--- config.mk ---
export PLATFORM = sky130hd
export DESIGN_NAME = freq_limit_skip_pid
export DESIGN_NICKNAME = d
export VERILOG_FILES = /design/src/common/freq_cmd_pkg.sv /design/src/hdl/freq_limit_skip_pid.sv
export SDC_FILE = /design/constraint.sdc
export NUM_CORES = 2
export LEC_CHECK = 0
export BUFFER_PORTS_ARGS = -buffer_cell sky130_fd_sc_hd__buf_4
export CAP_MARGIN = 10
export CORE_MARGIN = 4
export CORE_UTILIZATION = 35
export DETAILED_ROUTE_END_ITERATION = 10
export PLACE_DENSITY = 0.5
export SLEW_MARGIN = 20
export SYNTH_ARGS = -nofsm -noshare
export SYNTH_HDL_FRONTEND = slang
export SYNTH_SLANG_ARGS = --single-unit
export TNS_END_PERCENT = 30
--- constraint.sdc ---
create_clock -name clk_i -period 169.8 [get_ports clk_i]
set_input_delay 25.47 -clock clk_i [delete_from_list [all_inputs] [get_ports clk_i]]
set_output_delay 25.47 -clock clk_i [all_outputs]
set_load 0.02 [all_outputs]
--- src/common/freq_cmd_pkg.sv ---
package freq_cmd_pkg;

  // ------------------------------------------------------------
  // frequency and value formats
  // ------------------------------------------------------------
  // frequencies in 0.1 Hz steps, 12 bits covers 0..360.0 Hz
  localparam int FW = 12;
  localparam int PW = 12;             // process values, 0..4095 full span
  localparam logic [FW-1:0] FREQ_360 = 12'he10;   // 360.0 Hz
  localparam logic [FW-1:0] FREQ_0P5 = 12'h005;   // 0.5 Hz
  localparam logic [FW-1:0] FREQ_0P1 = 12'h001;   // 0.1 Hz
  localparam logic [FW-1:0] FREQ_10 = 12'h064;    // 10.0 Hz

  // ------------------------------------------------------------
  // register byte offsets
  // ------------------------------------------------------------
  localparam logic [7:0] OFS_CTRL = 8'h00;
  localparam logic [7:0] OFS_START_FREQ = 8'h04;
  localparam logic [7:0] OFS_END_FREQ = 8'h08;
  localparam logic [7:0] OFS_UPPER_LIM = 8'h0c;
  localparam logic [7:0] OFS_LOWER_LIM = 8'h10;
  localparam logic [7:0] OFS_SKIP_F1 = 8'h14;
  localparam logic [7:0] OFS_SKIP_W1 = 8'h18;
  localparam logic [7:0] OFS_SKIP_F2 = 8'h1c;
  localparam logic [7:0] OFS_SKIP_W2 = 8'h20;
  localparam logic [7:0] OFS_SKIP_F3 = 8'h24;
  localparam logic [7:0] OFS_SKIP_W3 = 8'h28;
  localparam logic [7:0] OFS_KP = 8'h2c;
  localparam logic [7:0] OFS_TI = 8'h30;
  localparam logic [7:0] OFS_KD = 8'h34;
  localparam logic [7:0] OFS_KEYPAD_SP = 8'h38;
  localparam logic [7:0] OFS_SCALE = 8'h3c;
  localparam logic [7:0] OFS_FB_SPAN = 8'h40;
  localparam logic [7:0] OFS_FIXED_BASE = 8'h80;  // 16 words to 0xbc
  localparam logic [7:0] OFS_STATUS = 8'hc0;
  localparam logic [7:0] OFS_DISP = 8'hc4;

  // ------------------------------------------------------------
  // control fields
  // ------------------------------------------------------------
  localparam int CTRL_MODE_LSB = 0;   // 2 bits
  localparam int CTRL_SRC_LSB = 2;    // 2 bits, setpoint source
  localparam int CTRL_AN_CUR = 4;     // analog setpoint is 4-20 mA
  localparam int CTRL_FB_CUR = 5;     // feedback is current input

  // ------------------------------------------------------------
  // reset values
  // ------------------------------------------------------------
  localparam logic [FW-1:0] RST_LIMIT = 12'h000;  // 0.0 = off
  localparam logic [FW-1:0] RST_SKIP_F = 12'h000;
  localparam logic [FW-1:0] RST_SKIP_W = 12'h005; // 0.5 Hz
  localparam logic [FW-1:0] RST_START = 12'h005;
  localparam logic [FW-1:0] RST_END = 12'h1f4;    // 50.0 Hz
  localparam logic [7:0] RST_KP = 8'h0a;          // 1.0, 0.1 steps
  localparam logic [7:0] KP_MIN = 8'h02;          // 0.2
  localparam logic [7:0] KP_MAX = 8'h32;          // 5.0
  localparam logic [11:0] RST_TI = 12'h000;       // 0.0 = no integral
  localparam logic [11:0] TI_MIN = 12'h005;       // 0.5 s, 0.1 s steps
  localparam logic [11:0] TI_MAX = 12'h5dc;       // 150.0 s
  localparam logic [11:0] RST_KD = 12'h000;
  localparam logic [11:0] KD_MAX = 12'h3e8;       // 100.0 s
  localparam logic [15:0] RST_SCALE = 16'h0100;   // 1.0 in 8.8
  localparam logic [PW-1:0] RST_SPAN = 12'hfff;
  localparam logic [PW-1:0] CUR_4MA = 12'h333;    // 4 mA of 20 mA span

  // ------------------------------------------------------------
  // timing: regulator sample interval
  // ------------------------------------------------------------
  localparam int CLK_HZ = 10_000_000;
  localparam int SAMPLE_MS = 10;
  localparam int SAMPLE_CYC = CLK_HZ / 1000 * SAMPLE_MS;
  localparam int SAMPLES_PER_DS = 10;   // samples per 0.1 s

  typedef enum logic [1:0] {
    MODE_FREQ = 2'b00,
    MODE_PID = 2'b01
  } mode_t;

  typedef enum logic [1:0] {
    SRC_KEYPAD = 2'b00,
    SRC_FIXED = 2'b01,
    SRC_ANALOG = 2'b10
  } sp_src_t;

  typedef struct packed {
    logic [FW-1:0] freq;
    logic [FW-1:0] width;
  } skip_band_t;

  typedef struct packed {
    logic [PW-1:0] voltage;
    logic [PW-1:0] current;
  } analog_in_t;

endpackage : freq_cmd_pkg

--- src/hdl/freq_limit_skip_pid.sv ---
// Functional notes
// On start, output jumps at once to the lower operating limit.
// Upper and lower limits narrow the start..end frequency range.
// Upper limit spans 0.5..360 Hz, default 0.0, zero disables it.
// Three skip frequencies 0.1..360 Hz, default 0.0, avoid resonance.
// Each skip band has own width 0.1..10 Hz, default 0.5.
// Inside a skip band, output holds the nearer band edge.
// Setpoint from keypad or one of sixteen fixed values by inputs.
// Setpoint may come from analog 0-10 V or 4-20 mA input.
// Feedback from voltage or current input, span is configurable.
// Setpoint and feedback are scaled for display in process units.
// Closed-loop mode drives setpoint minus feedback toward zero by PID.
// Operator sets setpoint and feedback source before closed loop.
// Proportional gain 0.2..5.0 scales the control error.
// Maximum output frequency counts as 100 percent of regulator range.
// Integral time 0.5..150 s accumulates error; 0.0 disables it.
// Derivative coefficient 0..100 s acts on error rate of change.
// P, I and D contributions sum into one frequency correction.
// Derivative best left unused for flow, pressure, temperature.
// Operator keeps PID settings inside the stable region.
// Mode 00 is plain frequency control, 01 is closed-loop PID.
// Regulator output still passes limits and skip bands.
`timescale 1ns/100ps
module freq_limit_skip_pid #(
  parameter int SAMPLE_CYCLES = freq_cmd_pkg::SAMPLE_CYC
) (
  // clock and reset
  input wire logic clk_i,
  input wire logic rst_i,
  // wishbone slave
  input wire logic wb_cyc_i,
  input wire logic wb_stb_i,
  input wire logic wb_we_i,
  input wire logic [7:0] wb_adr_i,
  input wire logic [3:0] wb_sel_i,
  input wire logic [31:0] wb_dat_i,
  output logic [31:0] wb_dat_o,
  output logic wb_ack_o,
  // run control and setpoint sources (pins)
  input wire logic run_i,
  input wire logic [3:0] fixed_sel_i,
  input wire logic [freq_cmd_pkg::FW-1:0] freq_request_i,
  input wire freq_cmd_pkg::analog_in_t sp_analog_i,
  input wire freq_cmd_pkg::analog_in_t fb_analog_i,
  // power stage
  output logic [freq_cmd_pkg::FW-1:0] out_freq_o,
  output logic running_o
);
  import freq_cmd_pkg::*;

  // ------------------------------------------------------------
  // helpers
  // ------------------------------------------------------------
  function automatic logic [FW-1:0] clamp_f(input logic [FW-1:0] v,
      input logic [FW-1:0] lo, input logic [FW-1:0] hi);
    logic [FW-1:0] r;
    r = (v < lo) ? lo : v;
    r = (r > hi) ? hi : r;
    return r;
  endfunction : clamp_f

  // keep a setting inside its documented range on write
  function automatic logic [11:0] wr_range(input logic [31:0] d,
      input logic [11:0] lo, input logic [11:0] hi, input logic zero_ok);
    logic [11:0] v;
    v = (d[31:12] != 20'h0) ? hi : d[11:0];
    if (zero_ok && v == 12'h000) begin
      return v;
    end
    return (v < lo) ? lo : ((v > hi) ? hi : v);
  endfunction : wr_range

  // skip band: move a request inside the band to the nearer edge
  function automatic logic [FW-1:0] skip(input logic [FW-1:0] v,
      input skip_band_t b);
    logic [FW:0] lo;
    logic [FW:0] hi;
    lo = {1'b0, b.freq} - {1'b0, b.width};
    hi = {1'b0, b.freq} + {1'b0, b.width};
    if (b.freq == 12'h000 || lo[FW]) begin
      return v;
    end
    if ({1'b0, v} > lo && {1'b0, v} < hi) begin
      return (v < b.freq) ? lo[FW-1:0] : hi[FW-1:0];
    end
    return v;
  endfunction : skip

  // ------------------------------------------------------------
  // registers
  // ------------------------------------------------------------
  logic [5:0] ctrl_ff;
  logic [FW-1:0] start_freq_ff, end_freq_ff;
  logic [FW-1:0] upper_operating_limit_ff, lower_operating_limit_ff;
  skip_band_t band_ff [3];
  logic [7:0] proportional_gain_setting_ff;
  logic [11:0] ti_ff, kd_ff;
  logic [FW-1:0] keypad_sp_ff;
  logic [15:0] scale_ff;
  logic [PW-1:0] fb_span_ff;
  logic [PW-1:0] fixed_sp_ff [16];
  logic ack_ff;
  logic [31:0] rd_ff;

  // ------------------------------------------------------------
  // pin synchronisers
  // ------------------------------------------------------------
  logic [4:0] pin_s1_ff, pin_s2_ff;
  logic [FW-1:0] req_s1_ff, req_s2_ff;
  analog_in_t sp_s1_ff, sp_s2_ff, fb_s1_ff, fb_s2_ff;

  // first stage feeds only the second stage
  always_ff @(posedge clk_i) begin
    pin_s1_ff <= {run_i, fixed_sel_i};
    pin_s2_ff <= pin_s1_ff;
    req_s1_ff <= freq_request_i;
    req_s2_ff <= req_s1_ff;
    sp_s1_ff <= sp_analog_i;
    sp_s2_ff <= sp_s1_ff;
    fb_s1_ff <= fb_analog_i;
    fb_s2_ff <= fb_s1_ff;
  end

  wire run_s = pin_s2_ff[4];
  wire [3:0] fixed_idx = pin_s2_ff[3:0];
  wire mode_t mode = mode_t'(ctrl_ff[CTRL_MODE_LSB +: 2]);
  wire sp_src_t src = sp_src_t'(ctrl_ff[CTRL_SRC_LSB +: 2]);

  // ------------------------------------------------------------
  // setpoint and feedback conditioning
  // ------------------------------------------------------------
  // 4-20 mA: strip the 4 mA live zero and stretch to full span
  function automatic logic [PW-1:0] live_zero(input logic [PW-1:0] v);
    logic [PW:0] d;
    logic [PW+12:0] p;
    d = (v > CUR_4MA) ? {1'b0, v - CUR_4MA} : '0;
    p = {12'h0, d} * 25'd5;
    return (p[PW+12:2] > 23'(RST_SPAN)) ? RST_SPAN : PW'(p[PW+12:2]);
  endfunction : live_zero

  // analog setpoint range
  wire [PW-1:0] an_sp = ctrl_ff[CTRL_AN_CUR] ?
      live_zero(sp_s2_ff.current) : sp_s2_ff.voltage;
  // feedback source and span
  wire [PW-1:0] fb_raw = ctrl_ff[CTRL_FB_CUR] ?
      live_zero(fb_s2_ff.current) : fb_s2_ff.voltage;
  wire [PW-1:0] fb_val = (fb_raw > fb_span_ff) ? fb_span_ff : fb_raw;
  // keypad or sixteen fixed setpoints
  wire [PW-1:0] sp_val = (src == SRC_FIXED) ? fixed_sp_ff[fixed_idx] :
      (src == SRC_ANALOG) ? an_sp : keypad_sp_ff;
  // display scaling, 8.8 fixed point
  wire [27:0] sp_disp_w = {16'h0, sp_val} * {12'h0, scale_ff};
  wire [27:0] fb_disp_w = {16'h0, fb_val} * {12'h0, scale_ff};

  // ------------------------------------------------------------
  // pid regulator, one step per sample tick
  // ------------------------------------------------------------
  logic [31:0] tick_cnt_ff;
  logic signed [31:0] integ_ff;
  logic signed [13:0] prev_err_ff;
  logic signed [31:0] pid_ff;
  wire tick = (tick_cnt_ff == 32'(SAMPLE_CYCLES - 1));

  // control error
  wire signed [13:0] err = $signed({2'b00, sp_val}) -
      $signed({2'b00, fb_val});
  // proportional term, gain in 0.1 steps
  // operands widen to 32 bits first so no product loses its top bits
  wire signed [31:0] p_term = 32'(err) *
      $signed(32'(proportional_gain_setting_ff)) / 32'sd10;
  // integral step err*T/Ti, Ti in 0.1 s units; zero Ti disables
  // divisor kept signed, else a negative error divides as unsigned
  wire signed [31:0] i_step = (ti_ff == 12'h000) ? 32'sd0 :
      32'(err) / ($signed(32'(ti_ff)) * 32'(SAMPLES_PER_DS));
  wire signed [31:0] integ_nxt = integ_ff + i_step;
  // derivative term kd*de/dt
  wire signed [31:0] d_term = 32'(err - prev_err_ff) *
      $signed(32'(kd_ff)) * 32'(SAMPLES_PER_DS);
  // one combined correction
  wire signed [31:0] pid_sum = p_term + integ_nxt + d_term;
  // full process span maps to the maximum output frequency
  wire signed [31:0] pid_hz = pid_sum * $signed(32'(end_freq_ff)) /
      32'sd4095;

  // sample divider and pid state; state clears outside closed-loop run
  always_ff @(posedge clk_i) begin
    if (rst_i || !run_s || mode != MODE_PID) begin
      tick_cnt_ff <= 32'h0;
      integ_ff <= 32'sh0;
      prev_err_ff <= 14'sh0;
      pid_ff <= 32'sh0;
    end else begin
      tick_cnt_ff <= tick ? 32'h0 : tick_cnt_ff + 32'h1;
      if (tick) begin
        integ_ff <= integ_nxt;
        prev_err_ff <= err;
        pid_ff <= pid_hz;
      end
    end
  end

  // ------------------------------------------------------------
  // limits and skip bands
  // ------------------------------------------------------------
  // mode picks plain request or regulator output
  wire [FW-1:0] raw_req = (mode == MODE_PID) ?
      ((pid_ff < 0) ? 12'h000 : (pid_ff > 32'(FREQ_360)) ? FREQ_360 :
      pid_ff[FW-1:0]) : req_s2_ff;
  // effective bounds; zero upper limit means no limit
  wire [FW-1:0] hi_b = (upper_operating_limit_ff != 12'h000 &&
      upper_operating_limit_ff < end_freq_ff) ?
      upper_operating_limit_ff : end_freq_ff;
  wire [FW-1:0] lo_b = (lower_operating_limit_ff > start_freq_ff) ?
      lower_operating_limit_ff : start_freq_ff;
  // regulator result also clamped and skipped
  wire [FW-1:0] clamped = clamp_f(raw_req, lo_b, hi_b);
  // three bands applied in turn
  wire [FW-1:0] skip1 = skip(clamped, band_ff[0]);
  wire [FW-1:0] skip2 = skip(skip1, band_ff[1]);
  wire [FW-1:0] skip3 = skip(skip2, band_ff[2]);

  // start applies the lower limit at once, then follows the command
  logic run_d_ff;
  always_ff @(posedge clk_i) begin
    if (rst_i) begin
      run_d_ff <= 1'b0;
      out_freq_o <= 12'h000;
    end else begin
      run_d_ff <= run_s;
      if (!run_s) begin
        out_freq_o <= 12'h000;
      end else if (!run_d_ff) begin
        out_freq_o <= lower_operating_limit_ff;
      end else begin
        out_freq_o <= skip3;
      end
    end
  end
  assign running_o = run_d_ff;

  // ------------------------------------------------------------
  // wishbone register file, ack one cycle after request
  // ------------------------------------------------------------
  wire req = wb_cyc_i && wb_stb_i && !ack_ff;
  wire wr = req && wb_we_i && wb_sel_i[0] && wb_sel_i[1];
  wire fix_hit = (wb_adr_i[7:6] == 2'b10);
  wire [3:0] fix_idx = wb_adr_i[5:2];
  wire [31:0] fix_rd = {20'h0, fixed_sp_ff[fix_idx]};

  // read data mux; unmapped offsets read zero
  logic [31:0] rd_mux;
  always_comb begin
    rd_mux = 32'h0;
    case (wb_adr_i)
      OFS_CTRL: rd_mux = {26'h0, ctrl_ff};
      OFS_START_FREQ: rd_mux = {20'h0, start_freq_ff};
      OFS_END_FREQ: rd_mux = {20'h0, end_freq_ff};
      OFS_UPPER_LIM: rd_mux = {20'h0, upper_operating_limit_ff};
      OFS_LOWER_LIM: rd_mux = {20'h0, lower_operating_limit_ff};
      OFS_SKIP_F1: rd_mux = {20'h0, band_ff[0].freq};
      OFS_SKIP_W1: rd_mux = {20'h0, band_ff[0].width};
      OFS_SKIP_F2: rd_mux = {20'h0, band_ff[1].freq};
      OFS_SKIP_W2: rd_mux = {20'h0, band_ff[1].width};
      OFS_SKIP_F3: rd_mux = {20'h0, band_ff[2].freq};
      OFS_SKIP_W3: rd_mux = {20'h0, band_ff[2].width};
      OFS_KP: rd_mux = {24'h0, proportional_gain_setting_ff};
      OFS_TI: rd_mux = {20'h0, ti_ff};
      OFS_KD: rd_mux = {20'h0, kd_ff};
      OFS_KEYPAD_SP: rd_mux = {20'h0, keypad_sp_ff};
      OFS_SCALE: rd_mux = {16'h0, scale_ff};
      OFS_FB_SPAN: rd_mux = {20'h0, fb_span_ff};
      OFS_STATUS: rd_mux = {3'h0, run_d_ff, out_freq_o, 4'h0, fb_val};
      OFS_DISP: rd_mux = {sp_disp_w[23:8], fb_disp_w[23:8]};
      default: rd_mux = fix_hit ? fix_rd : 32'h0;
    endcase
  end

  // bus handshake
  always_ff @(posedge clk_i) begin
    if (rst_i) begin
      ack_ff <= 1'b0;
      rd_ff <= 32'h0;
    end else begin
      ack_ff <= req;
      rd_ff <= req ? rd_mux : rd_ff;
    end
  end
  assign wb_ack_o = ack_ff;
  assign wb_dat_o = rd_ff;

  // configuration writes, taken on the request edge
  always_ff @(posedge clk_i) begin
    if (rst_i) begin
      ctrl_ff <= 6'h00;
      start_freq_ff <= RST_START;
      end_freq_ff <= RST_END;
      upper_operating_limit_ff <= RST_LIMIT;
      lower_operating_limit_ff <= RST_LIMIT;
      band_ff[0] <= '{RST_SKIP_F, RST_SKIP_W};
      band_ff[1] <= '{RST_SKIP_F, RST_SKIP_W};
      band_ff[2] <= '{RST_SKIP_F, RST_SKIP_W};
      proportional_gain_setting_ff <= RST_KP;
      ti_ff <= RST_TI;
      kd_ff <= RST_KD;
      keypad_sp_ff <= 12'h000;
      scale_ff <= RST_SCALE;
      fb_span_ff <= RST_SPAN;
    end else if (wr) begin
      case (wb_adr_i)
        OFS_CTRL: ctrl_ff <= wb_dat_i[5:0];
        OFS_START_FREQ: start_freq_ff <= wr_range(wb_dat_i, 12'h000,
            FREQ_360, 1'b1);
        OFS_END_FREQ: end_freq_ff <= wr_range(wb_dat_i, 12'h000,
            FREQ_360, 1'b1);
        // upper limit range with zero allowed
        OFS_UPPER_LIM: upper_operating_limit_ff <= wr_range(wb_dat_i,
            FREQ_0P5, FREQ_360, 1'b1);
        OFS_LOWER_LIM: lower_operating_limit_ff <= wr_range(wb_dat_i,
            FREQ_0P5, FREQ_360, 1'b1);
        // band settings held in range
        OFS_SKIP_F1: band_ff[0].freq <= wr_range(wb_dat_i, FREQ_0P1,
            FREQ_360, 1'b1);
        OFS_SKIP_W1: band_ff[0].width <= wr_range(wb_dat_i, FREQ_0P1,
            FREQ_10, 1'b0);
        OFS_SKIP_F2: band_ff[1].freq <= wr_range(wb_dat_i, FREQ_0P1,
            FREQ_360, 1'b1);
        OFS_SKIP_W2: band_ff[1].width <= wr_range(wb_dat_i, FREQ_0P1,
            FREQ_10, 1'b0);
        OFS_SKIP_F3: band_ff[2].freq <= wr_range(wb_dat_i, FREQ_0P1,
            FREQ_360, 1'b1);
        OFS_SKIP_W3: band_ff[2].width <= wr_range(wb_dat_i, FREQ_0P1,
            FREQ_10, 1'b0);
        // gain held to 0.2..5.0
        OFS_KP: proportional_gain_setting_ff <= 8'(wr_range(wb_dat_i,
            {4'h0, KP_MIN}, {4'h0, KP_MAX}, 1'b0));
        OFS_TI: ti_ff <= wr_range(wb_dat_i, TI_MIN, TI_MAX, 1'b1);
        OFS_KD: kd_ff <= wr_range(wb_dat_i, 12'h000, KD_MAX, 1'b1);
        OFS_KEYPAD_SP: keypad_sp_ff <= wb_dat_i[PW-1:0];
        OFS_SCALE: scale_ff <= wb_dat_i[15:0];
        OFS_FB_SPAN: fb_span_ff <= wb_dat_i[PW-1:0];
        default: ;
      endcase
    end
  end

  // fixed setpoint table, no reset needed for data words
  always_ff @(posedge clk_i) begin
    if (wr && fix_hit) begin
      fixed_sp_ff[fix_idx] <= wb_dat_i[PW-1:0];
    end
  end

endmodule : freq_limit_skip_pid

==> flow_metrics.env <==
export IMPL_cp_arrival_ns=141.87
export IMPL_cts_sinks=675
export IMPL_cp_max_fo=59
export IMPL_h_tree_depth=3
export IMPL_initial_utilization_pct=35.2
export IMPL_yosysTopAreaCellShare_pct=14.9
export IMPL_fin_crit_sh_pct=83.2
export IMPL_ant_nets=0
export IMPL_timing_hold_ws_ns=0.321
export IMPL_post_dp_cell_area_um2=113000
export IMPL_dr_pass1_iters=9
export IMPL_vias=93285
export IMPL_ys_types=155
export IMPL_regArea_um2=16200
export IMPL_final_nets=14741
export IMPL_synth_warnings=0
export IMPL_grt_ovfl_total=0
export IMPL_area_growth_pct=8.57
export IMPL_cp_endpoint="pid_ff[18]"
export IMPL_synth_top_family_by_area="adder cells"
export IMPL_ys_top_cells_by_area="fa_1, ha_1, dfxtp_1"
export IMPL_r2r_slack_ns=28.47
export IMPL_slew_viol_final=0
export IMPL_ys_seq_elements=675
export IMPL_synthXorXnorAreaFrac_pct=6.30
export IMPL_drcViolationCount=0
export IMPL_synth_edf_count=264
export IMPL_synth_async_sr_flop_share_pct=0
export IMPL_coreArea_um2=303000
export IMPL_grt_pass1_wl_um=551000
export IMPL_multi_input_comb_area_um2=83800
export IMPL_synthFlopType="dfxtp_1"
export IMPL_setup_viol=0
export IMPL_r2r_end="pid_ff[18]"
export IMPL_clk_pin_slew_ns=0.07
export IMPL_netlist_area_um2=106000
export IMPL_first_global_vias=90641
export IMPL_io_buffers=157
export IMPL_die_w_um=560
export IMPL_reg2reg_depth=526
export IMPL_place_gp_congestion=0.938
export IMPL_cts_tree="yes"
export IMPL_antenna_found_initial=8
export IMPL_start_kind="flip-flop"
export IMPL_yosys_area_top_type="fa_1"
export IMPL_post_cts_buffers=0
export IMPL_hpwl_um=284000
export IMPL_finalCriticalPeriod_ns=141.33
export IMPL_dieArea_um2=313000
export IMPL_wl_per_cell_um=21.3
export IMPL_max_cap_viol_count=0
export IMPL_critPathRequiredTime_ns=170.34
export IMPL_synthSimpleGateAreaFrac_pct=19.6
export IMPL_grt_total_usage_pct=22.1
export IMPL_nFillCells=31262
export IMPL_postSynthAreaPerCell_um2=8.34
export IMPL_clock_latency_ns=0.71
export IMPL_design_area_um2=116000
export IMPL_slowest_stage="xnor2_1"
export IMPL_worstMarginPinSlew_ns=1.25
export IMPL_viasPerCell=5.55
export IMPL_r2r_start="ti_ff[3]"
export IMPL_fp_row_count=202
export IMPL_end_kind="flip-flop"
export IMPL_status="completed"
export IMPL_ios=160
export IMPL_max_stage_delay_ns=0.92
export IMPL_hold_viol=0
export IMPL_yosysSeqAreaShare_pct=15.2
export IMPL_clock_path_buffers=3
export IMPL_cts_hold_buf=0
export IMPL_cts_resized=0
export IMPL_dieHeight_um=560
export IMPL_synthCells=12771
export IMPL_synth_compound_area_share_pct=19.8
export IMPL_hp_class="reg -> reg"
export IMPL_fin_worst_skew_ns=0.0775
export IMPL_rsz0062_at_grt="false"
export IMPL_drtIter0Drc=7391
export IMPL_cts_made_buffers=74
export IMPL_slew_limit_headroom_pct=15.6
export IMPL_grt_max_degree=68
export IMPL_crit_type="reg -> reg"
export IMPL_synth_mux_area_share_pct=4.98
export IMPL_wirelength_um=357000
export IMPL_crit_start="ti_ff[3]"
export IMPL_drive_above_1_share_pct=8.25
export IMPL_cts_root_buf="clkbuf_16"
export IMPL_critPathMostFrequentCell="o21a_1"
export IMPL_fmax_mhz=7.08
export IMPL_totalNegativeSetupSlack_ns=0
export IMPL_synth_fa_ha_area_share_pct=27.5
==> Yosys cell counts (55+ instances only) <==
master,count
nor2_1,907
ha_1,1070
o31ai_1,190
dfxtp_1,411
a21o_1,166
xor2_1,250
nand4_1,125
a21oi_1,726
nand2b_1,140
nand3_1,200
mux4_2,118
o21ai_0,380
and2_1,390
a31oi_1,107
nor3_1,412
a22o_1,55
inv_1,1321
xnor2_1,491
edfxtp_1,264
or3_1,92
nand2_1,1353
nor2b_1,219
a211oi_1,109
clkbuf_1,431
o21a_1,240
o21ai_1,65
nor4_1,90
fa_1,792
o211ai_1,83
o21bai_1,130
and3_1,90
mux2_2,129
mux2i_1,114
==> sequential cells by signal, summed over array words and instances, names as in the netlist, 13 cells and up <==
name,flops
fixed_sp_ff,192
band_ff,72
integ_ff,32
pid_ff,32
tick_cnt_ff,32
wb_dat_o,32
fb_s1_ff,24
fb_s2_ff,24
sp_s1_ff,24
sp_s2_ff,24
scale_ff,16
prev_err_ff,13
==> placed cells by master, fill, tap and decap left out, types with 240 or more instances in the layout <==
master    netlist  layout
dfxtp_1       411     405
a21oi_1       726     726
and2_1        390     390
buf_4          10     391
ha_1         1070    1070
inv_1        1321    1321
o21ai_0       380     379
edfxtp_1      264     264
nor2_1        907     889
xor2_1        250     244
o21a_1        240     240
nand2_1      1353    1353
fa_1          792     792
xnor2_1       491     480
nor3_1        412     398
==> kinds of logic (layout without fill, tap and decap cells) <==
kind of cell             after synthesis  after routing
adder cells (fa/ha/maj)             1869           1869
AO/OA/AOI/OAI                       3003           3003
AND/OR/NAND/NOR                     4273           4273
flip-flops                           675            675
other                                  1             35
buffers and inverters               1833           1855
XOR/XNOR                             752            752
multiplexers                         365            365
==> worst max-delay path, delay by kind of cell, from the launching register on <==
| family | cells | cell delay [ns] |
|---|---|---|
| buffers and inverters | 23 | 5.36 |
| DFF | 1 | 0.65 |
| muxes | 9 | 3.22 |
| AOI/OAI and AO/OA | 307 | 76.83 |
| and+or+nand+nor | 122 | 33.61 |
| xor gates and xnor gates | 23 | 7.06 |
| adders and majority gates | 42 | 13.97 |
==> metal layers <==
metal,vias up,global-route usage [%],share of wire [%]
met2,2169,35.7,45
met1,45722,31.8,48
met3,367,2.57,5.1
met5,-,0,0.011
met4,6,4.53,2.2
li1,45021,-,-
==> cell type report <==
class                           instances  area share, %
Multi-Input combinational cell      10296           72.5
Tap cell                             3978           4.31
Sequential cell                       675           14.0
Antenna cell                            1        0.00217
Clock buffer                           98           1.82
Inverter                             1326           4.31
Clock inverter                         39          0.524
Timing Repair Buffer                  392           2.55
==> per-stage QoR <==
step / util, % / cells / setup WS [ns]
after floorplan: - / 12804 / 49.75
after global placement: 37.3 / 16667 / 29.59
after detailed placement: 37.3 / 16667 / 29.82
after CTS: 38.1 / 16804 / 29.25
after global routing: 38.2 / 16804 / 18.37
final: 38.2 / 16805 / 28.47
==> how the worst min path moves through the flow <==
stage / start / slack (ns) / depth (start not counted) / endpoint
floorplan: fb_s1_ff[0] / 0.31 / 0 / fb_s2_ff[0]
global placement: pin_s1_ff[1] / 0.31 / 0 / pin_s2_ff[1]
detailed placement: sp_s1_ff[13] / 0.31 / 0 / sp_s2_ff[13]
CTS: fb_s1_ff[14] / 0.32 / 0 / fb_s2_ff[14]
global route: sp_s1_ff[21] / 0.33 / 0 / sp_s2_ff[21]
finish: fb_s1_ff[14] / 0.32 / 0 / fb_s2_ff[14]
Power is not shown: default switching activity piles up to over one toggle a cycle in this logic, so the estimate is an artifact.
